## src/inc/spimsc_pkg.sv

```systemverilog
/*
  spimsc_pkg: shared constants for the serial peripheral core.
  assumes a 100 MHz core clock; no register bus, all settings are ports.
*/
`default_nettype none
package spimsc_pkg;
  localparam int          SPIMSC_NUM_CS       = 4;
  localparam int          SPIMSC_MAX_BITS     = 16;
  localparam logic [4:0]  SPIMSC_MIN_BITS     = 5'h08;
  localparam logic [7:0]  SPIMSC_DIV_RESET    = 8'h01;
  localparam logic [15:0] SPIMSC_SHIFT_RESET  = 16'h0000;
  localparam logic [3:0]  SPIMSC_CS_IDLE      = 4'hf;
  localparam int          SPIMSC_CFG_W        = 26;
  // per-select configuration word layout
  localparam int          SPIMSC_CFG_POL      = 0;
  localparam int          SPIMSC_CFG_PHA_INV  = 1;
  localparam int          SPIMSC_CFG_BITS_LO  = 2;
  localparam int          SPIMSC_CFG_DIV_LO   = 10;
  localparam int          SPIMSC_CFG_DLY_LO   = 18;
endpackage
`default_nettype wire

```

## src/inc/spimsc_cfg_if.sv

```systemverilog
/*
  spimsc_cfg_if: active settings handed from the top to the shifter.
  assumes one clock domain; the top drives, the shifter reads.
*/
`timescale 1ns/10ps
`default_nettype none
interface spimsc_cfg_if;
  logic       pol;
  logic       phaInv;
  logic [4:0] bits;
  logic       isMaster;
  modport src (output pol, output phaInv, output bits, output isMaster);
  modport dst (input pol, input phaInv, input bits, input isMaster);
endinterface
`default_nettype wire

```

## src/rtl/spimsc_core.sv

```systemverilog
/*
  spimsc_core: serial peripheral core, master or slave, full duplex.
  assumes pins are wired by the testbench from the output enables;
  software-side strobes are one-cycle pulses in the clk domain.
*/
`timescale 1ns/10ps
`default_nettype none
module spimsc_core
  import spimsc_pkg::*;
(
  input  wire logic                    clk,
  input  wire logic                    reset,
  input  wire logic                    enable,
  input  wire logic                    masterSelectBit,
  input  wire logic [1:0]              periphSelectField,
  input  wire logic [4*SPIMSC_CFG_W-1:0] selectCfg,
  input  wire logic                    txWrite,
  input  wire logic [SPIMSC_MAX_BITS-1:0] txData,
  input  wire logic                    rxRead,
  input  wire logic                    statusRead,
  output logic [SPIMSC_MAX_BITS-1:0]   rxHoldingReg,
  output logic                         txHoldingEmpty,
  output logic                         transferDoneFlag,
  output logic                         rxHoldingFull,
  output logic                         rxOverrunFlag,
  output logic                         dmaTxRequest,
  output logic                         sclkOut,
  output logic                         sclkOe,
  input  wire logic                    sclkIn,
  output logic                         mosiOut,
  output logic                         mosiOe,
  input  wire logic                    mosiIn,
  output logic                         misoOut,
  output logic                         misoOe,
  input  wire logic                    misoIn,
  output logic [3:0]                   periphSelectN,
  output logic [3:0]                   periphSelectOe,
  input  wire logic                    select0OrSlaveSelectN
);
  typedef enum logic [1:0] {
    SPIMSC_IDLE  = 2'b00,
    SPIMSC_SHIFT = 2'b01,
    SPIMSC_DELAY = 2'b10
  } spimsc_state_t;

  typedef struct packed {
    spimsc_state_t             state;
    logic [SPIMSC_MAX_BITS-1:0] txHold;
    logic [SPIMSC_MAX_BITS-1:0] shift;
    logic [SPIMSC_MAX_BITS-1:0] rxHold;
    logic                      transfer_done_flag;
    logic                      done;
    logic                      rxFull;
    logic                      ovr;
    logic [7:0]                divCnt;
    logic [7:0]                dlyCnt;
    logic [4:0]                bitCnt;
    logic                      half;
    logic                      sclk;
    logic                      mosi;
    logic                      miso;
    logic [3:0]                csN;
    logic [1:0]                curCs;
    logic                      sclkPrev;
    logic                      ssPrev;
  } spimsc_core_t;

  spimsc_core_t st_q;
  spimsc_core_t st_d;

  spimsc_cfg_if cfg ();

  logic sclkS;
  logic mosiS;
  logic misoS;
  logic ssS;

  spimsc_sync #(.W(4)) i_spimsc_sync (
    .clk    (clk),
    .reset  (reset),
    .async  ({sclkIn, mosiIn, misoIn, select0OrSlaveSelectN}),
    .synced ({sclkS, mosiS, misoS, ssS})
  );

  function automatic logic [SPIMSC_CFG_W-1:0] cfgOf(input logic [1:0] idx);
    cfgOf = selectCfg[idx*SPIMSC_CFG_W +: SPIMSC_CFG_W];
  endfunction

  logic [SPIMSC_CFG_W-1:0] act;
  logic [7:0]              div;
  logic [7:0]              dly;
  logic [4:0]              bitsClamped;

  always_comb begin
    // slave looks at select 0 only; master at the select being used
    act = masterSelectBit ? cfgOf(st_q.state == SPIMSC_IDLE ? periphSelectField : st_q.curCs)
                          : cfgOf(2'b00);
    div = act[SPIMSC_CFG_DIV_LO +: 8];
    // zero is forbidden; treat as one so the generator cannot stall
    if (div == 8'h00) begin
      div = SPIMSC_DIV_RESET;
    end
    dly = act[SPIMSC_CFG_DLY_LO +: 8];
    bitsClamped = act[SPIMSC_CFG_BITS_LO +: 5];
    if (bitsClamped < SPIMSC_MIN_BITS) begin
      bitsClamped = SPIMSC_MIN_BITS;
    end else if (bitsClamped > 5'(SPIMSC_MAX_BITS)) begin
      bitsClamped = 5'(SPIMSC_MAX_BITS);
    end
  end

  assign cfg.pol      = act[SPIMSC_CFG_POL];
  assign cfg.phaInv   = act[SPIMSC_CFG_PHA_INV];
  assign cfg.bits     = bitsClamped;
  assign cfg.isMaster = masterSelectBit;

  // msb of the active word length
  function automatic logic msbOf(input logic [SPIMSC_MAX_BITS-1:0] w, input logic [4:0] n);
    msbOf = w[4'(n - 5'h01)];
  endfunction

  function automatic logic [SPIMSC_MAX_BITS-1:0] shl(input logic [SPIMSC_MAX_BITS-1:0] w,
                                                      input logic b);
    shl = {w[SPIMSC_MAX_BITS-2:0], b};
  endfunction

  function automatic logic [SPIMSC_MAX_BITS-1:0] maskTo(input logic [SPIMSC_MAX_BITS-1:0] w,
                                                         input logic [4:0] n);
    maskTo = w & ((SPIMSC_MAX_BITS'(1) << n) - SPIMSC_MAX_BITS'(1));
  endfunction

  logic wordEnd;
  logic sclkEdge;
  logic leadEdge;
  logic ssActive;

  always_comb begin
    st_d     = st_q;
    wordEnd  = 1'b0;
    sclkEdge = 1'b0;
    leadEdge = 1'b0;
    ssActive = ~ssS;
    st_d.sclkPrev = sclkS;
    st_d.ssPrev   = ssS;

    if (txWrite) begin
      st_d.txHold  = txData;
      st_d.transfer_done_flag = 1'b0;
      st_d.done    = 1'b0;
    end

    if (!enable) begin
      st_d.state = SPIMSC_IDLE;
      st_d.csN   = SPIMSC_CS_IDLE;
      st_d.sclk  = cfg.pol;
    end else if (cfg.isMaster) begin
      case (st_q.state)
        SPIMSC_IDLE: begin
          st_d.sclk = cfg.pol;
          st_d.csN  = SPIMSC_CS_IDLE;
          if (!st_q.transfer_done_flag) begin
            // word moves straight into the idle shifter
            st_d.shift   = st_q.txHold;
            st_d.transfer_done_flag = txWrite ? 1'b0 : 1'b1;
            st_d.curCs   = periphSelectField;
            st_d.csN     = ~(4'h1 << periphSelectField);
            st_d.bitCnt  = 5'h00;
            st_d.half    = 1'b0;
            st_d.divCnt  = div;
            st_d.mosi    = msbOf(st_q.txHold, cfg.bits);
            st_d.state   = SPIMSC_SHIFT;
          end
        end
        SPIMSC_SHIFT: begin
          // baud counter only ticks here, never in slave mode
          if (st_q.divCnt > 8'h01) begin
            st_d.divCnt = st_q.divCnt - 8'h01;
          end else begin
            st_d.divCnt = div;
            st_d.sclk   = ~st_q.sclk;
            st_d.half   = ~st_q.half;
            if (st_q.half != cfg.phaInv) begin
              // capture edge: synced pin still shows the pre-edge level,
              // so a divisor of 3 or more is needed for margin
              st_d.shift = shl(st_q.shift, misoS);
            end
            if (st_q.half) begin
              st_d.bitCnt = st_q.bitCnt + 5'h01;
              if (st_q.bitCnt + 5'h01 == cfg.bits) begin
                wordEnd = 1'b1;
              end
            end
            // drive edge only, never on the edge the slave samples
            if (!wordEnd && (st_q.half == cfg.phaInv)) begin
              st_d.mosi = msbOf(st_d.shift, cfg.bits);
            end
          end
          if (wordEnd) begin
            st_d.rxHold = maskTo(st_d.shift, cfg.bits);
            st_d.dlyCnt = dly;
            st_d.state  = SPIMSC_DELAY;
          end
        end
        SPIMSC_DELAY: begin
          st_d.sclk = cfg.pol;
          if (st_q.dlyCnt != 8'h00) begin
            st_d.dlyCnt = st_q.dlyCnt - 8'h01;
          end else if (!st_q.transfer_done_flag || txWrite) begin
            // a write in this cycle is pending work, not an end
            st_d.state = SPIMSC_IDLE;
          end else begin
            st_d.state = SPIMSC_IDLE;
            st_d.done  = 1'b1;
            st_d.csN   = SPIMSC_CS_IDLE;
          end
        end
        default: st_d.state = SPIMSC_IDLE;
      endcase
    end else begin
      st_d.state = SPIMSC_IDLE;
      st_d.csN   = SPIMSC_CS_IDLE;
      st_d.sclk  = cfg.pol;
      if (ssActive && st_q.ssPrev) begin
        // select falling: load pending data or keep last word
        st_d.bitCnt = 5'h00;
        if (!st_q.transfer_done_flag) begin
          st_d.shift   = st_q.txHold;
          st_d.transfer_done_flag = txWrite ? 1'b0 : 1'b1;
        end
        st_d.miso = msbOf(st_d.shift, cfg.bits);
      end else if (ssActive && (sclkS != st_q.sclkPrev)) begin
        sclkEdge = 1'b1;
        leadEdge = (sclkS != cfg.pol);
        if (leadEdge == cfg.phaInv) begin
          st_d.shift  = shl(st_q.shift, mosiS);
          st_d.bitCnt = st_q.bitCnt + 5'h01;
          if (st_q.bitCnt + 5'h01 == cfg.bits) begin
            wordEnd     = 1'b1;
            st_d.bitCnt = 5'h00;
            st_d.rxHold = maskTo(st_d.shift, cfg.bits);
          end
        end else begin
          st_d.miso = msbOf(st_q.shift, cfg.bits);
        end
      end
    end

    if (wordEnd) begin
      if (st_q.rxFull && !rxRead) begin
        st_d.ovr = 1'b1;
      end
      st_d.rxFull = 1'b1;
    end else if (rxRead) begin
      st_d.rxFull = 1'b0;
    end
    // a new overrun in the same cycle wins over the read
    if (statusRead && !(wordEnd && st_q.rxFull && !rxRead)) begin
      st_d.ovr = 1'b0;
    end
  end

  always_ff @(posedge clk or posedge reset) begin
    if (reset) begin
      st_q          <= '0;
      st_q.state    <= SPIMSC_IDLE;
      st_q.transfer_done_flag  <= 1'b1;
      st_q.done     <= 1'b1;
      st_q.csN      <= SPIMSC_CS_IDLE;
      st_q.shift    <= SPIMSC_SHIFT_RESET;
      st_q.sclkPrev <= 1'b0;
      st_q.ssPrev   <= 1'b1;
    end else begin
      st_q <= st_d;
    end
  end

  assign rxHoldingReg     = st_q.rxHold;
  assign txHoldingEmpty   = st_q.transfer_done_flag;
  assign dmaTxRequest     = st_q.transfer_done_flag;
  assign transferDoneFlag = st_q.done;
  assign rxHoldingFull    = st_q.rxFull;
  assign rxOverrunFlag    = st_q.ovr;
  assign sclkOut          = st_q.sclk;
  assign sclkOe           = cfg.isMaster;
  assign mosiOut          = st_q.mosi;
  assign mosiOe           = cfg.isMaster;
  // slave drives miso only while selected, so others can share it
  assign misoOut          = st_q.miso;
  assign misoOe           = ~cfg.isMaster & ~ssS & enable;
  assign periphSelectN    = st_q.csN;
  assign periphSelectOe   = {4{cfg.isMaster}};
endmodule
`default_nettype wire

```

## src/rtl/spimsc_sync.sv

```systemverilog
/*
  spimsc_sync: two-flop synchroniser for pin inputs.
  assumes asynchronous pin levels; output is in the clk domain.
*/
`timescale 1ns/10ps
`default_nettype none
module spimsc_sync #(
  parameter int W = 1
) (
  input  wire logic         clk,
  input  wire logic         reset,
  input  wire logic [W-1:0] async,
  output logic      [W-1:0] synced
);
  typedef struct packed {
    logic [W-1:0] s1;
    logic [W-1:0] s2;
  } spimsc_sync_t;
  spimsc_sync_t st_q;
  spimsc_sync_t st_d;
  always_comb begin
    st_d    = st_q;
    st_d.s1 = async;
    st_d.s2 = st_q.s1;
  end
  always_ff @(posedge clk or posedge reset) begin
    if (reset) begin
      st_q <= '0;
    end else begin
      st_q <= st_d;
    end
  end
  assign synced = st_q.s2;
endmodule
`default_nettype wire

```

## config.mk

```make
export PLATFORM = sky130hd
export DESIGN_NAME = spimsc_core
export DESIGN_NICKNAME = d
export VERILOG_FILES = /design/src/inc/spimsc_pkg.sv /design/src/inc/spimsc_cfg_if.sv /design/src/rtl/spimsc_core.sv /design/src/rtl/spimsc_sync.sv
export SDC_FILE = /design/constraint.sdc
export NUM_CORES = 1
export LEC_CHECK = 0
export ABC_AREA = 1
export BUFFER_PORTS_ARGS = -buffer_cell sky130_fd_sc_hd__buf_2
export CAP_MARGIN = 20
export CELL_PAD_IN_SITES_DETAIL_PLACEMENT = 0
export CELL_PAD_IN_SITES_GLOBAL_PLACEMENT = 1
export CORE_MARGIN = 2
export CORE_UTILIZATION = 39
export CTS_CLUSTER_SIZE = 8
export DETAILED_ROUTE_END_ITERATION = 8
export GPL_ROUTABILITY_DRIVEN = 1
export GPL_TIMING_DRIVEN = 0
export PLACE_DENSITY_LB_ADDON = 0.1
export SLEW_MARGIN = 25
export SYNTH_ARGS = -nofsm -noshare
export SYNTH_HDL_FRONTEND = slang
export SYNTH_SLANG_ARGS = --single-unit
```

## constraint.sdc

```tcl
create_clock -name clk -period 4.17 [get_ports clk]
set_clock_uncertainty 0.05 [all_clocks]
set_input_delay 0.6255 -clock clk [delete_from_list [all_inputs] [get_ports clk]]
set_output_delay 0.6255 -clock clk [all_outputs]
set_load 0.005 [all_outputs]
```

### After elaboration in Yosys (flattened, before gate mapping)

Index checks and enable logic that the tools add are counted.

| operators by class | value |
|---|---|
| $add $sub $neg | 5 |
| multipliers | 1 |
| divide/modulo/power cells | 0 |
| $lt $le $gt $ge | 4 |
| equality and inequality tests | 28 |
| shift-type cells | 3 |
| muxes and demuxes | 102 |
| bitwise operators | 10 |
| reductions and logical operators | 40 |

Operators with widths:

| operator | count |
|---|---|
| 16-bit 2-to-1 mux | 18 |
| 104-bit by 8-bit indexed part select with 26-bit output | 1 |
| 32-bit 2-to-1 mux | 2 |
| 8-bit 2-to-1 mux | 6 |
| 1-bit 2-to-1 mux | 40 |
| 5-bit 2-to-1 mux | 8 |
| 33-bit 2-to-1 mux | 1 |
| 16-bit bitwise AND | 2 |
| 16-bit one-hot mux with 2 select lines | 1 |
| 8-bit one-hot mux with 2 select lines | 2 |
| 26-bit 2-to-1 mux | 1 |
| 2-bit nonzero test | 9 |
| 1-bit binary-select mux with 4-bit select | 4 |
| 2-bit 2-to-1 mux | 8 |
| 4-bit 2-to-1 mux | 4 |
| 4-bit inequality test, second input constant | 4 |
| 4-bit AND reduction | 4 |
| 1-bit by 5-bit << shifter with 16-bit output, first input constant | 1 |
| 16-bit by 1-bit subtractor with 16-bit output, second input constant | 1 |
| 8-bit by 1-bit subtractor with 8-bit output, second input constant | 2 |
| 7-bit AND reduction | 2 |
| 6-bit 2-to-1 mux | 2 |
| 2-bit inequality test, second input constant | 6 |
| 6-bit one-hot mux with 2 select lines | 1 |
| other kinds (36) | 63 |

| storage, ports and cells | value |
|---|---|
| flip-flop bits (word level) | 95 |
| bits in latches | 0 |
| bits in writable memories | 0 |
| memory bits (read-only) | 0 |
| bits of input ports | 133 |
| output and inout bits | 35 |
| logic and storage cells | 214 |
| memories kept | 0 |

### Depth between registers and ports, before layout

| depth | value |
|---|---|
| depth in word-level cells | 28 |
| mapped depth | 23 |

### By module

Synthesis repeated with hierarchy kept, for this count alone.

| second synthesis, totals | value |
|---|---|
| cell total of the unflattened synthesis | 1120 |
| area, all modules | 7532.2 um^2 |

By module, submodules not included:

| module | times used | cells an instance | area an instance (um^2) | seq. area each (um^2) |
|---|---|---|---|---|
| spimsc_core | 1 | 1111 | 7328.3 | 2185.8 |
| spimsc_sync | 1 | 9 | 203.9 | 200.2 |

### Least setup slack after synthesis

Ideal clock, no wire load.

| timing path | value |
|---|---|
| path kind | input to register |
| start | input port periphSelectField[0] |
| end | register st_q (netlist bit misoOut) |
| arrival | 2948 ps |
| data required time | 4055 ps |
| path slack | 1108 ps |
| cell stages on the path | 20 |
| path buffers | 3 |
| cells stage by stage | inv_1 > nand2_2 > nand2_4 > buf_6 > nand2_2 > nand3_2 > nand3_2 > nand2_4 > nand2_1 > nor2_2 > buf_2 > ha_1 > clkinv_1 > clkbuf_1 > o211ai_1 > nand3_1 > nand3_1 > nand3_1 > nand3_1 > nand2_1 |

| between the ends | value |
|---|---|
| cells in the longest elaborated chain, start to end | 13 |

RTL lines:

| element | RTL line | source |
|---|---|---|
| from (decl) | spimsc_core.sv:15 | `input wire logic [1:0] periphSelectField,` |
| 2-bit 2-to-1 mux (*) | spimsc_core.sv:96 | `act = masterSelectBit ? cfgOf(st_q.state == SPIMSC_IDLE ? periphSelectField : st_q.curCs)` |
| 2-bit by 4-bit multiplier with 6-bit output (*) | spimsc_core.sv:86 | `cfgOf = selectCfg[idx*SPIMSC_CFG_W +: SPIMSC_CFG_W];` |
| 104-bit by 8-bit indexed part select with 26-bit output (*) | spimsc_core.sv:86 |  |
| 26-bit 2-to-1 mux (*) | spimsc_core.sv:96 |  |
| 5-bit greater-than comparator | spimsc_core.sv:107 | `end else if (bitsClamped > 5'(SPIMSC_MAX_BITS)) begin` |
| 5-bit 2-to-1 mux | spimsc_core.sv:107 |  |
| 5-bit 2-to-1 mux | spimsc_core.sv:105 | `if (bitsClamped < SPIMSC_MIN_BITS) begin` |
| 4-bit by 1-bit subtractor with 4-bit output | spimsc_core.sv:119 | `msbOf = w[4'(n - 5'h01)];` |
| 1-bit binary-select mux with 4-bit select | spimsc_core.sv:119 |  |
| 1-bit 2-to-1 mux (implied by the code) | spimsc_core.sv:119 |  |
| 1-bit 2-to-1 mux | spimsc_core.sv:234 | `if (leadEdge == cfg.phaInv) begin` |
| 1-bit 2-to-1 mux | spimsc_core.sv:231 | `end else if (ssActive && (sclkS != st_q.sclkPrev)) begin` |
| 1-bit 2-to-1 mux | spimsc_core.sv:223 | `if (ssActive && st_q.ssPrev) begin` |
| to (signal assigned) | spimsc_core.sv:273 | `st_q <= st_d;` |
| to (decl) | spimsc_core.sv:68 | `spimsc_core_t st_q;` |

Mark *: on every way between the ends. The rest lies on a longest branch, timed or not. The select of a mux whose other input is x is not followed.
A chain may end at the register's enable or synchronous reset.

### Final worst setup path

| timing path | value |
|---|---|
| start | register st_q[86] in the netlist's numbering |
| end | register st_q (netlist bit mosiOut) |

| between the ends | value |
|---|---|
| cells in the longest elaborated chain, start to end | 19 |

RTL lines:

| element |
|---|
| branches (longest 19 deep; another with 2-bit by 4-bit multiplier with 6-bit output) |

Several ways; the timed one is not identified. The select of a mux whose other input is x is not followed.

==> results.md <==
- Root Buffer: clkbuf_16
- Final worst hold slack: 0.203 ns
- Outcome: complete, no violations
- Post-synth EDFFs: 0
- Fraction of layout instances using a drive strength above 1: 0.209
- Grt ovf: 0
- Inserted Clock Buffers: 9
- Initial core utilization: 0.396
- # placed instances: 1575
- Crit path required time: 4.37 ns
- Yosys cell types: 51
- Drt total wl: 26.1 mm
- Seq/Total Area, Yosys: 0.311
- Design Power: 3.44 mW
- Max_slew headroom: 0.500
- Storage cell area: 2390 µm²
- Post-synth top area share: 0.287
- Worst-Skew Late Latency: 0.36 ns
- Worst reg2reg startpoint: st_q[86]$_DFFE_PP0P_
- Slew Viols, Final: 0
- Reg2Reg Capture Point: mosiOut$_DFFE_PP0P_
- Unrepaired setup endpoints after global routing: no
- Number of max-cap violations: 0
- DIE WIDTH: 144 µm
- Crit-path cells: inv_2, nand2_4, o21ai_2, nand3_1, nand2_1, nand2_1, nand2_1, nand2_1, nor2_4, buf_2, ha_1, clkbuf_2, nand3_1, nand3_1, nand3_1, nand2_1, nor2_1, nor2_1, nand2_1, nand2_1
- Hold Vio Cnt, Final: 0
- Routability cong.: 0.926
- Die height: 144 µm
- Fillers: 2123
- I/O Buffers: 153
- Post-route cell area: 9090 µm²
- Synth-to-layout area growth: 18.5%
- Worst VDD drop: 0.000219 V
- Htree depth: 3
- Syn Area/Cell: 6.64 µm²
- Leakage: 4.53 nW
- Number of global-route vias before repair: 7603
- Async SR Flop Fraction: 1.00
- Core footprint: 19400 µm²
- Net count, final: 1464
- Footprint of the multi-input gates: 4370 µm²
- IO Pins: 168
- R2r worst-path depth: 20
- Post-CTS Setup Inserts: 0
- Worst setup EP type: flip-flop
- CTS tree: built
- DR DRC count: 0
- Hpwl dp: 20.4 mm
- Worst-path clk slew: 0.08 ns
- Pre-Repair DR Iteration Count: 5
- Minimum clock period: 3.83 ns
- First-pass GRT wire length: 40.8 mm
- Total number of vias: 8220
- Critical path class: flip-flop to flip-flop
- Top cells by count, synth: 310 x nand2_1, 135 x nand3_1, 128 x o21ai_0
- Most frequent cell after synthesis: nand2_1
- Fmax: 261 MHz
- Pwr dens: 378 nW/µm²
- Mapped Area: 7670 µm²
- Crit path top cell by count: nand2_1
- Synth Warn #: 0
- Die ar.: 20800 µm²
- Non-filler instance count after layout: 1592
- ANT nets after route: 0
- Crit start category: flip-flop
- Final worst-path cycle share: 0.918
- Site Rows: 51
- Largest net degree at the start of global routing: 58
- Vias/cell: 5.16
- Total GRT Usage: 0.254
- Largest area contributor in the netlist: dfrtp_1
- Ys flop type: dfrtp_1
- Initial DRC count: 597
- Placed inst area: 8810 µm²
- Dominant cells by area after synthesis: dfrtp_1 29%, nand2_1 15%, nand3_1 8.8%
- Initial antenna violation count: 2
- HP Class: input pin to asynchronous set/reset pin
- WL per Instance: 16.4 µm
- Fin util: 0.469
- Post-Synthesis Cells: 1155
- CP arrival: 4.03 ns
- Worst path max stage delay: 0.46 ns
- Worst-Margin Slew: 0.750 ns
- Critical Path Fanout Max: 11
- Clock Path Buffers: 2
- R2r setup slk: 0.34 ns
- Seq cells post-synth: 95
- Critical path's slowest cell: dfrtp_1
- Setup violators final: 0
- Sink Count: 95
-- final cells by class --
class	instances	area share
well taps	265	0.0365
repair buffers	154	0.0873
multi-input cells	855	0.480
clock inverters	5	0.00385
flip-flops and latches	95	0.262
clock buffers	11	0.0256
inverters	126	0.0528
diodes	2	0.000551
plain buffers	79	0.0508
-- placed cells by master, fill, tap and decap left out, drive strengths merged, types with 6 or more instances in the layout --
| cell type | netlist | layout |
|---|---|---|
| nand4 | 14 | 14 |
| dfstp | 7 | 7 |
| o221ai | 7 | 7 |
| clkinv | 4 | 6 |
| buf | 44 | 198 |
| xor2 | 10 | 10 |
| nand2 | 331 | 331 |
| o22ai | 13 | 13 |
| nor2 | 80 | 80 |
| a31oi | 11 | 11 |
| o21ai | 157 | 157 |
| o211ai | 14 | 14 |
| dfrtp | 88 | 88 |
| a32oi | 6 | 6 |
| clkbuf | 36 | 46 |
| ha | 11 | 11 |
| nand3 | 143 | 143 |
| a21oi | 22 | 22 |
| inv | 122 | 124 |
-- metrics by stage --
step	worst slack (ns)	TNS (ns)
after floorplan	1.03	0
after global placement	-0.371	-31.96
after detailed placement	-0.329	-0.648
after CTS	0.124	0
after global routing	0.0986	0
final	0.341	0
-- metal layers --
| layer | vias to the layer above | GRT usage | share of wire |
|---|---|---|---|
| met5 | - | 0 | 0 |
| met4 | 0 | 0.0787 | 0.021 |
| met3 | 38 | 0.0331 | 0.067 |
| met2 | 266 | 0.391 | 0.43 |
| met1 | 3756 | 0.370 | 0.48 |
| li1 | 4160 | - | - |
-- power breakdown --
| part | internal [mW] | switching, mW |
|---|---|---|
| Combinational | 0.522 | 0.890 |
| Sequential | 1.07 | 0.164 |
| Clock | 0.407 | 0.385 |
| Total | 2.00 | 1.44 |
-- registers in the layout, indices dropped and copies added (netlist names) --
signal / flops
dmaTxRequest: 1
i_spimsc_sync.st_d: 4
i_spimsc_sync.synced: 4
misoOut: 1
mosiOut: 1
periphSelectN: 4
rxHoldingFull: 1
rxHoldingReg: 16
rxOverrunFlag: 1
sclkOut: 1
st_q: 60
transferDoneFlag: 1
-- cells by family after synthesis --
group                    after synthesis  share of synthesized area
AO/OA/AOI/OAI                        252                      0.198
other                                  1                   0.000489
AND/OR/NAND/NOR                      579                      0.338
buffers and inverters                206                      0.122
adder cells (fa/ha/maj)               11                     0.0179
XOR/XNOR                              11                     0.0126
flip-flops                            95                      0.311
-- how the worst max path moves through the flow --
stage / depth (start not counted) / endpoint / from / slack, ns
after global routing: 20 / mosiOut$_DFFE_PP0P_ / st_q[85]$_DFFE_PP0P_ / 0.1
after floorplan: 1 / i_spimsc_sync.st_d[0]$_DFF_PP0_ / reset / 1.03
after detailed placement: 19 / misoOut$_DFFE_PP0P_ / periphSelectField[1] / -0.33
after CTS: 21 / mosiOut$_DFFE_PP0P_ / st_q[86]$_DFFE_PP0P_ / 0.12
final: 20 / mosiOut$_DFFE_PP0P_ / st_q[86]$_DFFE_PP0P_ / 0.34
after global placement: 2 / st_q[70]$_DFFE_PP0P_ / reset / -0.37
-- timing repair --
action	in CTS	in global routing
gates resized for setup	1	5
setup endpoints to repair	2	2
hold buffers	0	0
-- critical path: cells and delay by family (launching register included) --
family	cells	cell delay (ns)
compound gates	1	0.38
fa+ha+maj	1	0.42
flops	1	0.46
buf+inv	3	0.74
simple gates	15	1.64
(Power assumes the default switching activity.)
